`src/hdl/lpio_pkg.sv`:
```
// Purpose: Constants shared by the low port I/O block.
// Assumes: Special-function-register accesses arrive on the core clock.
package lpio_pkg;
  localparam logic [7:0] PAGE_F = 8'h0F;
  localparam logic [7:0] ADDR_PORT0_LATCH = 8'h80;
  localparam logic [7:0] ADDR_PORT1_LATCH = 8'h90;
  localparam logic [7:0] ADDR_PORT2_LATCH = 8'hA0;
  localparam logic [7:0] ADDR_PORT3_LATCH = 8'hB0;
  localparam logic [7:0] ADDR_PORT0_DRIVE = 8'hA4;
  localparam logic [7:0] ADDR_PORT1_DRIVE = 8'hA5;
  localparam logic [7:0] ADDR_PORT2_DRIVE = 8'hA6;
  localparam logic [7:0] ADDR_PORT3_DRIVE = 8'hA7;
  localparam logic [7:0] ADDR_PORT1_ANADIG = 8'hAD;
  localparam logic [7:0] ADDR_ROUTE_CFG_C = 8'hE3;
  localparam int PULLUP_OFF_BIT = 7;
  localparam int ROUTE_EN_BIT = 6;
  localparam logic [7:0] LATCH_RST = 8'hFF;
  localparam logic [7:0] DRIVE_RST = 8'h00;
  localparam logic [7:0] ANADIG_RST = 8'hFF;
  localparam logic [7:0] ROUTE_CFG_RST = 8'h00;
  localparam int SYNC_STAGES = 2;
endpackage

```
`src/hdl/lpio_port_if.sv`:
```
`timescale 1ns/100ps
// Purpose: Carries one port's control and pin state between top and driver.
// Assumes: All signals on the core clock.
// Notes: One instance per port.
interface lpio_port_if;
  logic [7:0] latch;
  logic [7:0] drive_sel;
  logic [7:0] digital_en;
  logic [7:0] ovr_en;
  logic [7:0] ovr_val;
  logic [7:0] ovr_kill;
  logic [7:0] od_force;
  logic route_en;
  logic pullup_off;
  logic [7:0] pin_out;
  logic [7:0] pin_oe;
  logic [7:0] pullup_en;
  modport ctrl (
    output latch, drive_sel, digital_en, ovr_en, ovr_val, ovr_kill, od_force, route_en, pullup_off,
    input pin_out, pin_oe, pullup_en
  );
  modport drv (
    input latch, drive_sel, digital_en, ovr_en, ovr_val, ovr_kill, od_force, route_en, pullup_off,
    output pin_out, pin_oe, pullup_en
  );
endinterface

```
`src/hdl/lpio_port_drv.sv`:
```
`timescale 1ns/100ps
// Purpose: Pin driver and pullup logic of one byte-wide port.
// Assumes: Overrides already merged by the top; priority is resolved there.
// Notes: Purely combinational; assertions use the core clock.
module lpio_port_drv (
  // Clock and reset for checks
  input wire logic core_clk_i,
  input wire logic rst_n_i,
  // Port control
  lpio_port_if.drv p
);
  genvar gi;
  generate
    for (gi = 0; gi < 8; gi++) begin : g_bit
      logic val;
      logic push;
      assign val = p.ovr_en[gi] ? p.ovr_val[gi] : p.latch[gi];
      assign push = p.drive_sel[gi] & ~p.od_force[gi];
      always_comb begin
        p.pin_out[gi] = val;
        if (!p.route_en || p.ovr_kill[gi]) begin
          p.pin_oe[gi] = 1'b0;
        end else if (!val) begin
          p.pin_oe[gi] = 1'b1;
        end else begin
          p.pin_oe[gi] = push;
        end
      end
      // A pin driving low never fights its own pullup.
      assign p.pullup_en[gi] = ~p.pullup_off & p.digital_en[gi] & ~(p.pin_oe[gi] & ~val);
    end
  endgenerate
endmodule

```
`src/hdl/lpio_top.sv`:
```
`timescale 1ns/100ps
// Purpose: Low port I/O block for ports 0 to 3 with register access.
// Assumes: Crossbar and external memory interface logic sit outside.
// Notes: Read data appears one clock after the read strobe.
module lpio_top (
  // Clock and reset
  input wire logic core_clk_i,
  input wire logic rst_n_i,
  // Special-function-register access
  input wire logic [7:0] sfr_addr_i,
  input wire logic [7:0] sfr_page_i,
  input wire logic sfr_wr_i,
  input wire logic sfr_rd_i,
  input wire logic sfr_rmw_i,
  input wire logic [7:0] sfr_wdata_i,
  output logic [7:0] sfr_rdata_o,
  // Crossbar peripheral assignments, ports 0 and 1; open-drain force, ports 0 to 3
  input wire logic [15:0] periph_sel_i,
  input wire logic [15:0] periph_val_i,
  input wire logic [31:0] periph_od_force_i,
  // External memory interface
  input wire logic external_memory_port_active_i,
  input wire logic external_memory_port_muxed_i,
  input wire logic [15:0] external_memory_port_addr_i,
  input wire logic [7:0] external_memory_port_data_i,
  input wire logic external_memory_port_data_oe_i,
  // Pins, ports 0 to 3 in byte order
  input wire logic [31:0] pin_in_i,
  output logic [31:0] pin_out_o,
  output logic [31:0] pin_oe_o,
  output logic [31:0] pin_pullup_o,
  // Routing and converter status
  output logic route_en_o,
  output logic [7:0] port1_route_skip_o,
  output logic [7:0] aux_analog_input_o
);
  logic [7:0] latch_r [4];
  logic [7:0] drive_r [4];
  logic [7:0] anadig_r;
  logic [7:0] route_cfg_c_r;
  logic [31:0] pin_meta_r;
  logic [31:0] pin_sync_r;
  logic [7:0] rdata_nxt;
  logic page_f;
  logic [1:0] lat_idx;
  logic lat_hit;
  logic [1:0] drv_idx;
  logic drv_hit;
  logic [7:0] external_memory_port_val [4];
  logic [7:0] external_memory_port_en [4];
  logic [7:0] external_memory_port_kill [4];
  logic [7:0] periph_en [4];
  logic [7:0] periph_v [4];
  logic route_en;
  logic pullup_off;

  lpio_port_if port_if [4] ();

  assign page_f = (sfr_page_i == lpio_pkg::PAGE_F);
  assign route_en = route_cfg_c_r[lpio_pkg::ROUTE_EN_BIT];
  assign pullup_off = route_cfg_c_r[lpio_pkg::PULLUP_OFF_BIT];

  // Data registers answer on every page.
  always_comb begin
    lat_hit = 1'b1;
    lat_idx = 2'h0;
    case (sfr_addr_i)
      lpio_pkg::ADDR_PORT0_LATCH: lat_idx = 2'h0;
      lpio_pkg::ADDR_PORT1_LATCH: lat_idx = 2'h1;
      lpio_pkg::ADDR_PORT2_LATCH: lat_idx = 2'h2;
      lpio_pkg::ADDR_PORT3_LATCH: lat_idx = 2'h3;
      default: lat_hit = 1'b0;
    endcase
  end

  // Drive-select registers answer only when page F is selected.
  always_comb begin
    drv_hit = page_f;
    drv_idx = 2'h0;
    case (sfr_addr_i)
      lpio_pkg::ADDR_PORT0_DRIVE: drv_idx = 2'h0;
      lpio_pkg::ADDR_PORT1_DRIVE: drv_idx = 2'h1;
      lpio_pkg::ADDR_PORT2_DRIVE: drv_idx = 2'h2;
      lpio_pkg::ADDR_PORT3_DRIVE: drv_idx = 2'h3;
      default: drv_hit = 1'b0;
    endcase
  end

  // Output latches.
  always_ff @(posedge core_clk_i or negedge rst_n_i) begin
    if (!rst_n_i) begin
      for (int i = 0; i < 4; i++) begin
        latch_r[i] <= lpio_pkg::LATCH_RST;
      end
    end else if (sfr_wr_i && lat_hit) begin
      latch_r[lat_idx] <= sfr_wdata_i;
    end
  end

  // Drive-select registers.
  always_ff @(posedge core_clk_i or negedge rst_n_i) begin
    if (!rst_n_i) begin
      for (int i = 0; i < 4; i++) begin
        drive_r[i] <= lpio_pkg::DRIVE_RST;
      end
    end else if (sfr_wr_i && drv_hit) begin
      drive_r[drv_idx] <= sfr_wdata_i;
    end
  end

  // Port 1 analog or digital selection.
  always_ff @(posedge core_clk_i or negedge rst_n_i) begin
    if (!rst_n_i) begin
      anadig_r <= lpio_pkg::ANADIG_RST;
    end else if (sfr_wr_i && page_f && (sfr_addr_i == lpio_pkg::ADDR_PORT1_ANADIG)) begin
      anadig_r <= sfr_wdata_i;
    end
  end

  // Routing configuration holding the enable and the global pullup-off bit.
  always_ff @(posedge core_clk_i or negedge rst_n_i) begin
    if (!rst_n_i) begin
      route_cfg_c_r <= lpio_pkg::ROUTE_CFG_RST;
    end else if (sfr_wr_i && page_f && (sfr_addr_i == lpio_pkg::ADDR_ROUTE_CFG_C)) begin
      route_cfg_c_r <= sfr_wdata_i;
    end
  end

  // Pins are asynchronous to the core, so they pass two flops first.
  always_ff @(posedge core_clk_i or negedge rst_n_i) begin
    if (!rst_n_i) begin
      pin_meta_r <= 32'h0000_0000;
      pin_sync_r <= 32'h0000_0000;
    end else begin
      pin_meta_r <= pin_in_i;
      pin_sync_r <= pin_meta_r;
    end
  end

  // Read multiplexer.
  always_comb begin
    rdata_nxt = 8'h00;
    if (lat_hit) begin
      if (sfr_rmw_i) begin
        rdata_nxt = latch_r[lat_idx];
      end else begin
        rdata_nxt = pin_sync_r[lat_idx*8 +: 8];
        if (lat_idx == 2'h1) begin
          rdata_nxt = pin_sync_r[15:8] & anadig_r;
        end
      end
    end else if (drv_hit) begin
      rdata_nxt = drive_r[drv_idx];
    end else if (page_f && (sfr_addr_i == lpio_pkg::ADDR_PORT1_ANADIG)) begin
      rdata_nxt = anadig_r;
    end else if (page_f && (sfr_addr_i == lpio_pkg::ADDR_ROUTE_CFG_C)) begin
      rdata_nxt = route_cfg_c_r;
    end
  end

  // Read data is held until the next read strobe.
  always_ff @(posedge core_clk_i or negedge rst_n_i) begin
    if (!rst_n_i) begin
      sfr_rdata_o <= 8'h00;
    end else if (sfr_rd_i) begin
      sfr_rdata_o <= rdata_nxt;
    end
  end

  // External memory takes pins only while an off-chip access runs.
  always_comb begin
    for (int i = 0; i < 4; i++) begin
      external_memory_port_val[i] = 8'h00;
      external_memory_port_en[i] = 8'h00;
      external_memory_port_kill[i] = 8'h00;
    end
    if (external_memory_port_active_i) begin
      if (!external_memory_port_muxed_i) begin
        external_memory_port_en[1] = 8'hFF;
        external_memory_port_val[1] = external_memory_port_addr_i[15:8];
      end
      external_memory_port_en[2] = 8'hFF;
      external_memory_port_val[2] = external_memory_port_muxed_i ? external_memory_port_addr_i[15:8] : external_memory_port_addr_i[7:0];
      external_memory_port_en[3] = 8'hFF;
      external_memory_port_val[3] = external_memory_port_data_i;
      // Reads release the data byte so the memory can drive it.
      external_memory_port_kill[3] = external_memory_port_data_oe_i ? 8'h00 : 8'hFF;
    end
  end

  // Peripheral routing only on ports 0 and 1; analog pins are skipped.
  always_comb begin
    periph_en[0] = periph_sel_i[7:0];
    periph_v[0] = periph_val_i[7:0];
    periph_en[1] = periph_sel_i[15:8] & anadig_r;
    periph_v[1] = periph_val_i[15:8];
    periph_en[2] = 8'h00;
    periph_v[2] = 8'h00;
    periph_en[3] = 8'h00;
    periph_v[3] = 8'h00;
  end

  genvar gp;
  generate
    for (gp = 0; gp < 4; gp++) begin : g_port
      assign port_if[gp].latch = latch_r[gp];
      assign port_if[gp].drive_sel = drive_r[gp];
      assign port_if[gp].digital_en = (gp == 1) ? anadig_r : 8'hFF;
      assign port_if[gp].ovr_en = external_memory_port_en[gp] | periph_en[gp];
      assign port_if[gp].ovr_val = (external_memory_port_en[gp] & external_memory_port_val[gp]) | (~external_memory_port_en[gp] & periph_v[gp]);
      assign port_if[gp].ovr_kill = external_memory_port_kill[gp];
      assign port_if[gp].od_force = periph_od_force_i[gp*8 +: 8];
      assign port_if[gp].route_en = route_en;
      assign port_if[gp].pullup_off = pullup_off;
      assign pin_out_o[gp*8 +: 8] = port_if[gp].pin_out;
      assign pin_oe_o[gp*8 +: 8] = port_if[gp].pin_oe;
      assign pin_pullup_o[gp*8 +: 8] = port_if[gp].pullup_en;
      lpio_port_drv u_drv (
        .core_clk_i (core_clk_i),
        .rst_n_i (rst_n_i),
        .p (port_if[gp])
      );
    end
  endgenerate

  assign route_en_o = route_en;
  assign port1_route_skip_o = ~anadig_r;
  assign aux_analog_input_o = ~anadig_r;
endmodule

```
`config.mk`:
```
export PLATFORM = sky130hd
export DESIGN_NAME = lpio_top
export DESIGN_NICKNAME = d
export VERILOG_FILES = /design/src/hdl/lpio_pkg.sv /design/src/hdl/lpio_port_if.sv /design/src/hdl/lpio_port_drv.sv /design/src/hdl/lpio_top.sv
export SDC_FILE = /design/constraint.sdc
export NUM_CORES = 1
export LEC_CHECK = 0
export ABC_AREA = 1
export BUFFER_PORTS_ARGS = -buffer_cell sky130_fd_sc_hd__buf_2
export CAP_MARGIN = 20
export CORE_ASPECT_RATIO = 2
export CORE_UTILIZATION = 51
export DETAILED_ROUTE_END_ITERATION = 10
export HOLD_SLACK_MARGIN = 0.12
export PLACE_DENSITY = 0.93
export SLEW_MARGIN = 0
export SYNTH_ARGS = -nofsm -noshare
export SYNTH_HDL_FRONTEND = slang
export SYNTH_SLANG_ARGS = --single-unit
```
`constraint.sdc`:
```
create_clock -name core_clk_i -period 1.4 [get_ports core_clk_i]
set_input_delay 0.07 -clock core_clk_i [delete_from_list [all_inputs] [get_ports core_clk_i]]
set_output_delay 0.07 -clock core_clk_i [all_outputs]
set_load 0.03 [all_outputs]
```
==> results of run 1 <==
==> layer usage <==
layer,GRT overflow,global-route usage [%]
met1,0,62.4
met2,5,89.0
met3,0,50.0
met4,3,69.6
met5,0,20.7
==> per-stage QoR <==
stage / hold WS, ns / setup WS, ns / std cells / area [um2] / TNS, ns
3_3_place_gp: 0.0352 / -0.358 / 1578 / 10500 / -12.42
4_1_cts: 0.136 / -0.466 / 1685 / 12800 / -23.90
2_1_floorplan: -0.226 / -0.0519 / 1065 / 8360 / -0.234
3_5_place_dp: 0.0357 / -0.370 / 1578 / 10500 / -16.28
==> cell usage after synthesis (3+ instances only) <==
master      n
a211oi_1    3
a21oi_1    16
buf_2       9
buf_4      41
buf_6       5
clkbuf_1   19
dfrtp_1   112
dfstp_2    40
inv_1     122
inv_2       6
nand2_1   320
nand2_2     6
nand3_1    80
nand3_2     3
nand3_4     4
nand3b_1    5
nand4_1    15
nor2_1     61
nor2_2      6
nor2_4      6
nor2_8      3
o21a_1      4
o21ai_0   134
o21ai_1    17
o22ai_1     8
or2_2      11
==> timing repair <==
item                       4_1_cts
setup endpoints to repair      112
pin swaps                       52
hold buffers                    34
gates cloned                     5
hold endpoints to repair       161
resized for setup              356
buffers inserted                42
==> logic make-up after synthesis <==
family	Yosys count
DFF	152
AOI/OAI and AO/OA	183
buffers and inverters	206
muxes	2
and+or+nand+nor	522
==> impl_metrics.ini, run 1 <==
[status]
outcome = did not finish
stop_stage = global routing
run.stop_error = [ERROR GRT-0232] Routing congestion too high. Check the congestion heatmap in the GUI.

[sta]
grt_worst_setup_endpoint = pin_pullup_o[23]
endpoint_type = primary output

[clocking]
htree_levels = 4
clockRootBuffer = clkbuf_16
numCtsBuffers = 17
clockBufferDepth = 2
cts_sinks = 152

[logic_synthesis]
synth.avg_cell_area_um2 = 7.66
async_reset_ff_share_pct = 100
ys_seq_area_share_pct = 47.2
synth_mux_area_share_pct = 0.245
yosysWarnings = 0
synthAdderAreaFrac_pct = 0
netlist-cell-type-count = 32
synth_xor_area_share_pct = 0
synth_top_area_share_pct = 34.4
synth_compound_area_share_pct = 11.6
syn_inst = 1065
yosys.area_share.simple_pct = 28.9
syn-cell-area_mm2 = 0.00816
synth_enable_flop_cells = 0
synth_seq_cells = 152
synthTopCellsByArea = dfrtp_1 (34%), nand2_1 (15%), dfstp_2 (13%)
synth_top_family_by_area = simple AND/OR/NAND/NOR gates
synth_nets = 1217
synth_ff_type = dfrtp_1
yosys.area.top_type = dfrtp_1

[floorplan]
start_util_pct = 52.0
die-width_um = 91.4
rows = 65
fp.dieH_um = 181
ioPinCount = 273

[global_route]
grt_max_degree = 44
grt_use_total_pct = 67.5
grt_remaining_overflow = 8

[placed_design]
gp_congestion = 1.11
dpl.hpwl_mm = 25.2
io_buffers = 272
==> run 2: changes to the inputs <==
Settings changed: CORE_ASPECT_RATIO 2 to unset, CORE_UTILIZATION 51 to 37, HOLD_SLACK_MARGIN 0.12 to unset, PLACE_DENSITY 0.93 to unset, PLACE_DENSITY_LB_ADDON set to 0.15.
==> run 2 against run 1 <==
The flow now finishes, with violations (setup timing). Synthesized cell count stayed put. Synthesized area stayed put.
==> impl_metrics.ini, run 2 <==
[power]
swShare_pct = 28.0
pwr-share-clk_pct = 41.8
ir_drop_mv = 1.38
pwr-share-seq_pct = 42.3
power_mw = 11.0
p_int_mw = 7.95
p_leak_nw = 6.71
power_density_mw_per_mm2 = 803
p_switching_mw = 3.09
pwr-share-comb_pct = 15.9

[critical_path]
arrival_ns = 1.82
crit_chain = nand2_4 -> nand2_4 -> mux2i_4 -> nand2_2 -> nand3_2 -> inv_2 -> buf_6
path_delay_family = flip-flops
cp_data_required_time_ns = 1.33
max_stage_delay_ns = 0.56
path_max_fanout = 2
start_kind = register
cpMaxStageDelayCell = dfstp_2
reg2reg_slack_ns = -0.35
cp-end-kind = primary output
critPathKind = reg2out
worst-path-buf-inv = 2
crit_top_cell = nand2_4

[logic_synthesis]
synthTopCellsByCount = nand2_1 (320), o21ai_0 (134), inv_1 (122), dfrtp_1 (112), nand3_1 (80)
synth_top_area_share_pct = 34.4
ys_seq_area_share_pct = 47.2
synth_enable_flop_cells = 0
syn-cell-area_mm2 = 0.00816
yosys.area.top_type = dfrtp_1
syn_inst = 1065
async_reset_ff_share_pct = 100
yosysMostFrequentCell = nand2_1
synthTopCellsByArea = dfrtp_1 (34%), nand2_1 (15%), dfstp_2 (13%)
synth_nets = 1217
synth_seq_cells = 152
synth_ff_type = dfrtp_1
netlist-cell-type-count = 32
yosysWarnings = 0
synth.avg_cell_area_um2 = 7.66

[status]
outcome = complete, but fails checks
violations = setup timing

[clocking]
cts_tree = built
htree_levels = 4
clockRootBuffer = clkbuf_16
clockBufferDepth = 2
numCtsBuffers = 17
clock_latency_ns = 0.43
cts_sinks = 152
path_clk_slew_ns = 0.06

[sta]
fin_crit_ns = 1.89
rsz0062_at_grt = true
max_freq_mhz = 528
worst_pin_slew_ns = 0.592
slew_violations = 0
period_share_pct = 135
skew_ns = 0.00836
slew_headroom_pct = 60.5
finalWorstSetupSlack_ns = -0.492
hold_viol = 0
setup-violations-final = 102

[floorplan]
ioPinCount = 273
start_util_pct = 38.3
die-width_um = 150
fp.dieH_um = 150
core-area_mm2 = 0.0213
rows = 53
die-area_mm2 = 0.0226

[global_route]
grt_remaining_overflow = 0
grt_pass1_wl_mm = 48.2
grt_max_degree = 42
met2_usage_pct = 50.9
grt_antenna_before_repair = 1
met3_usage_pct = 5.42
grt_use_total_pct = 29.5
grtUsageMet1_pct = 37.2
grt_pass1_vias = 8502
busiest_layer = met2

[route]
drc_errors = 0
drt-wirelength-per-cell_um = 18.6
drt_iter0_drc = 554
dr.pass1.iters = 5
antenna_left = 0
totalWireLength_mm = 33.4
via_count = 8876
viasPerCell = 4.94

[final_layout]
area_growth_pct = 68.5
final_cell_mix = nand2_1 (281), buf_6 (161), buf_2 (159)
nets = 1660
final_core_util_pct = 64.6
final_layout_size_suffix_gt1_share_pct = 50.0
layout_commonest_cell = nand2_1

[placed_design]
gp_congestion = 0.991
io_buffers = 272
dpl.hpwl_mm = 24.4

[worst_hold_path]
min_path_type = in2reg

[job]
max_cap_violations = 0
## run 2: power by group through the flow
stage / clock [mW] / sequential, mW / combinational [mW]
after global placement: 0 / 4.75 / 1.32
after detailed placement: 0 / 4.75 / 1.32
after CTS: 4.68 / 4.67 / 1.58
final: 4.61 / 4.67 / 1.76
after global routing: 4.88 / 4.68 / 1.88
after floorplan: 0 / 4.73 / 0.606
## run 2: worst min-delay path: stages
cell	delay [ns]
buf_2	0.16
nand2_1	0.08
nand2_1	0.05
nand2_1	0.07
a21oi_2	0.06
## run 2: per-layer routing
layer  share of wire, %  routed length [um]
met1                 40               13300
met4                2.6                 856
met5                  0                   0
met3                7.1                2360
met2                 50               16900
## run 2: path summary, 6_finish.rpt
kind                           startpoint                       to  cells past startpoint
setup / recovery              anadig_r[1]          pin_pullup_o[9]                      7
hold / removal                  sfr_rmw_i           sfr_rdata_o[6]                      5
setup reg to reg              anadig_r[1]           sfr_rdata_o[1]                     14
hold reg to reg            pin_meta_r[31]           pin_sync_r[31]                      0
max in group asynchronous         rst_n_i      port_if[2].latch[3]                      3
min in group asynchronous         rst_n_i  port_if[0].drive_sel[1]                      2
## run 2: final cells by class
cell class	instances	area [um2]
clock buffer	19	443
sequential	152	3850
antenna	1	2.50
clock inverter	13	153
fill	1742	7540
inverter	130	524
multi-input combinational	707	4080
tap	275	344
timing repair buffer	500	4350
## run 2: timing repair
item,4_1_cts,5_1_grt
cloned,4,0
hold buffers,34,0
setup buffers,38,32
resized for setup,346,169
hold endpoints to repair,165,0
pin swaps,39,60
setup endpoints to repair,113,122
## run 2: stage by stage
stage / setup TNS, ns / hold slack, ns / worst slack, ns / cells / area [um2]
3_3_place_gp: -6.33 / 0.0145 / -0.426 / 1670 / 10700
5_1_grt: -36.41 / 0.116 / -0.598 / 1796 / 13700
3_5_place_dp: -7.19 / 0.0160 / -0.427 / 1670 / 10700
6_report: -30.39 / 0.103 / -0.492 / 1797 / 13700
2_1_floorplan: -0.234 / -0.226 / -0.0519 / 1065 / 8360
4_1_cts: -28.11 / 0.0809 / -0.517 / 1774 / 13100
## run 2: cell families (layout without fill, tap and decap cells)
logic type      count (synthesis)  count (layout)  share of synthesized area [%]
simple gates                  522             522                           28.9
buf+inv                       206             662                           12.0
compound gates                183             183                           11.6
flops                         152             152                           47.2
mux                             2               2                          0.245
other cells                     0               1                              0
(Power assumes the default switching activity.)
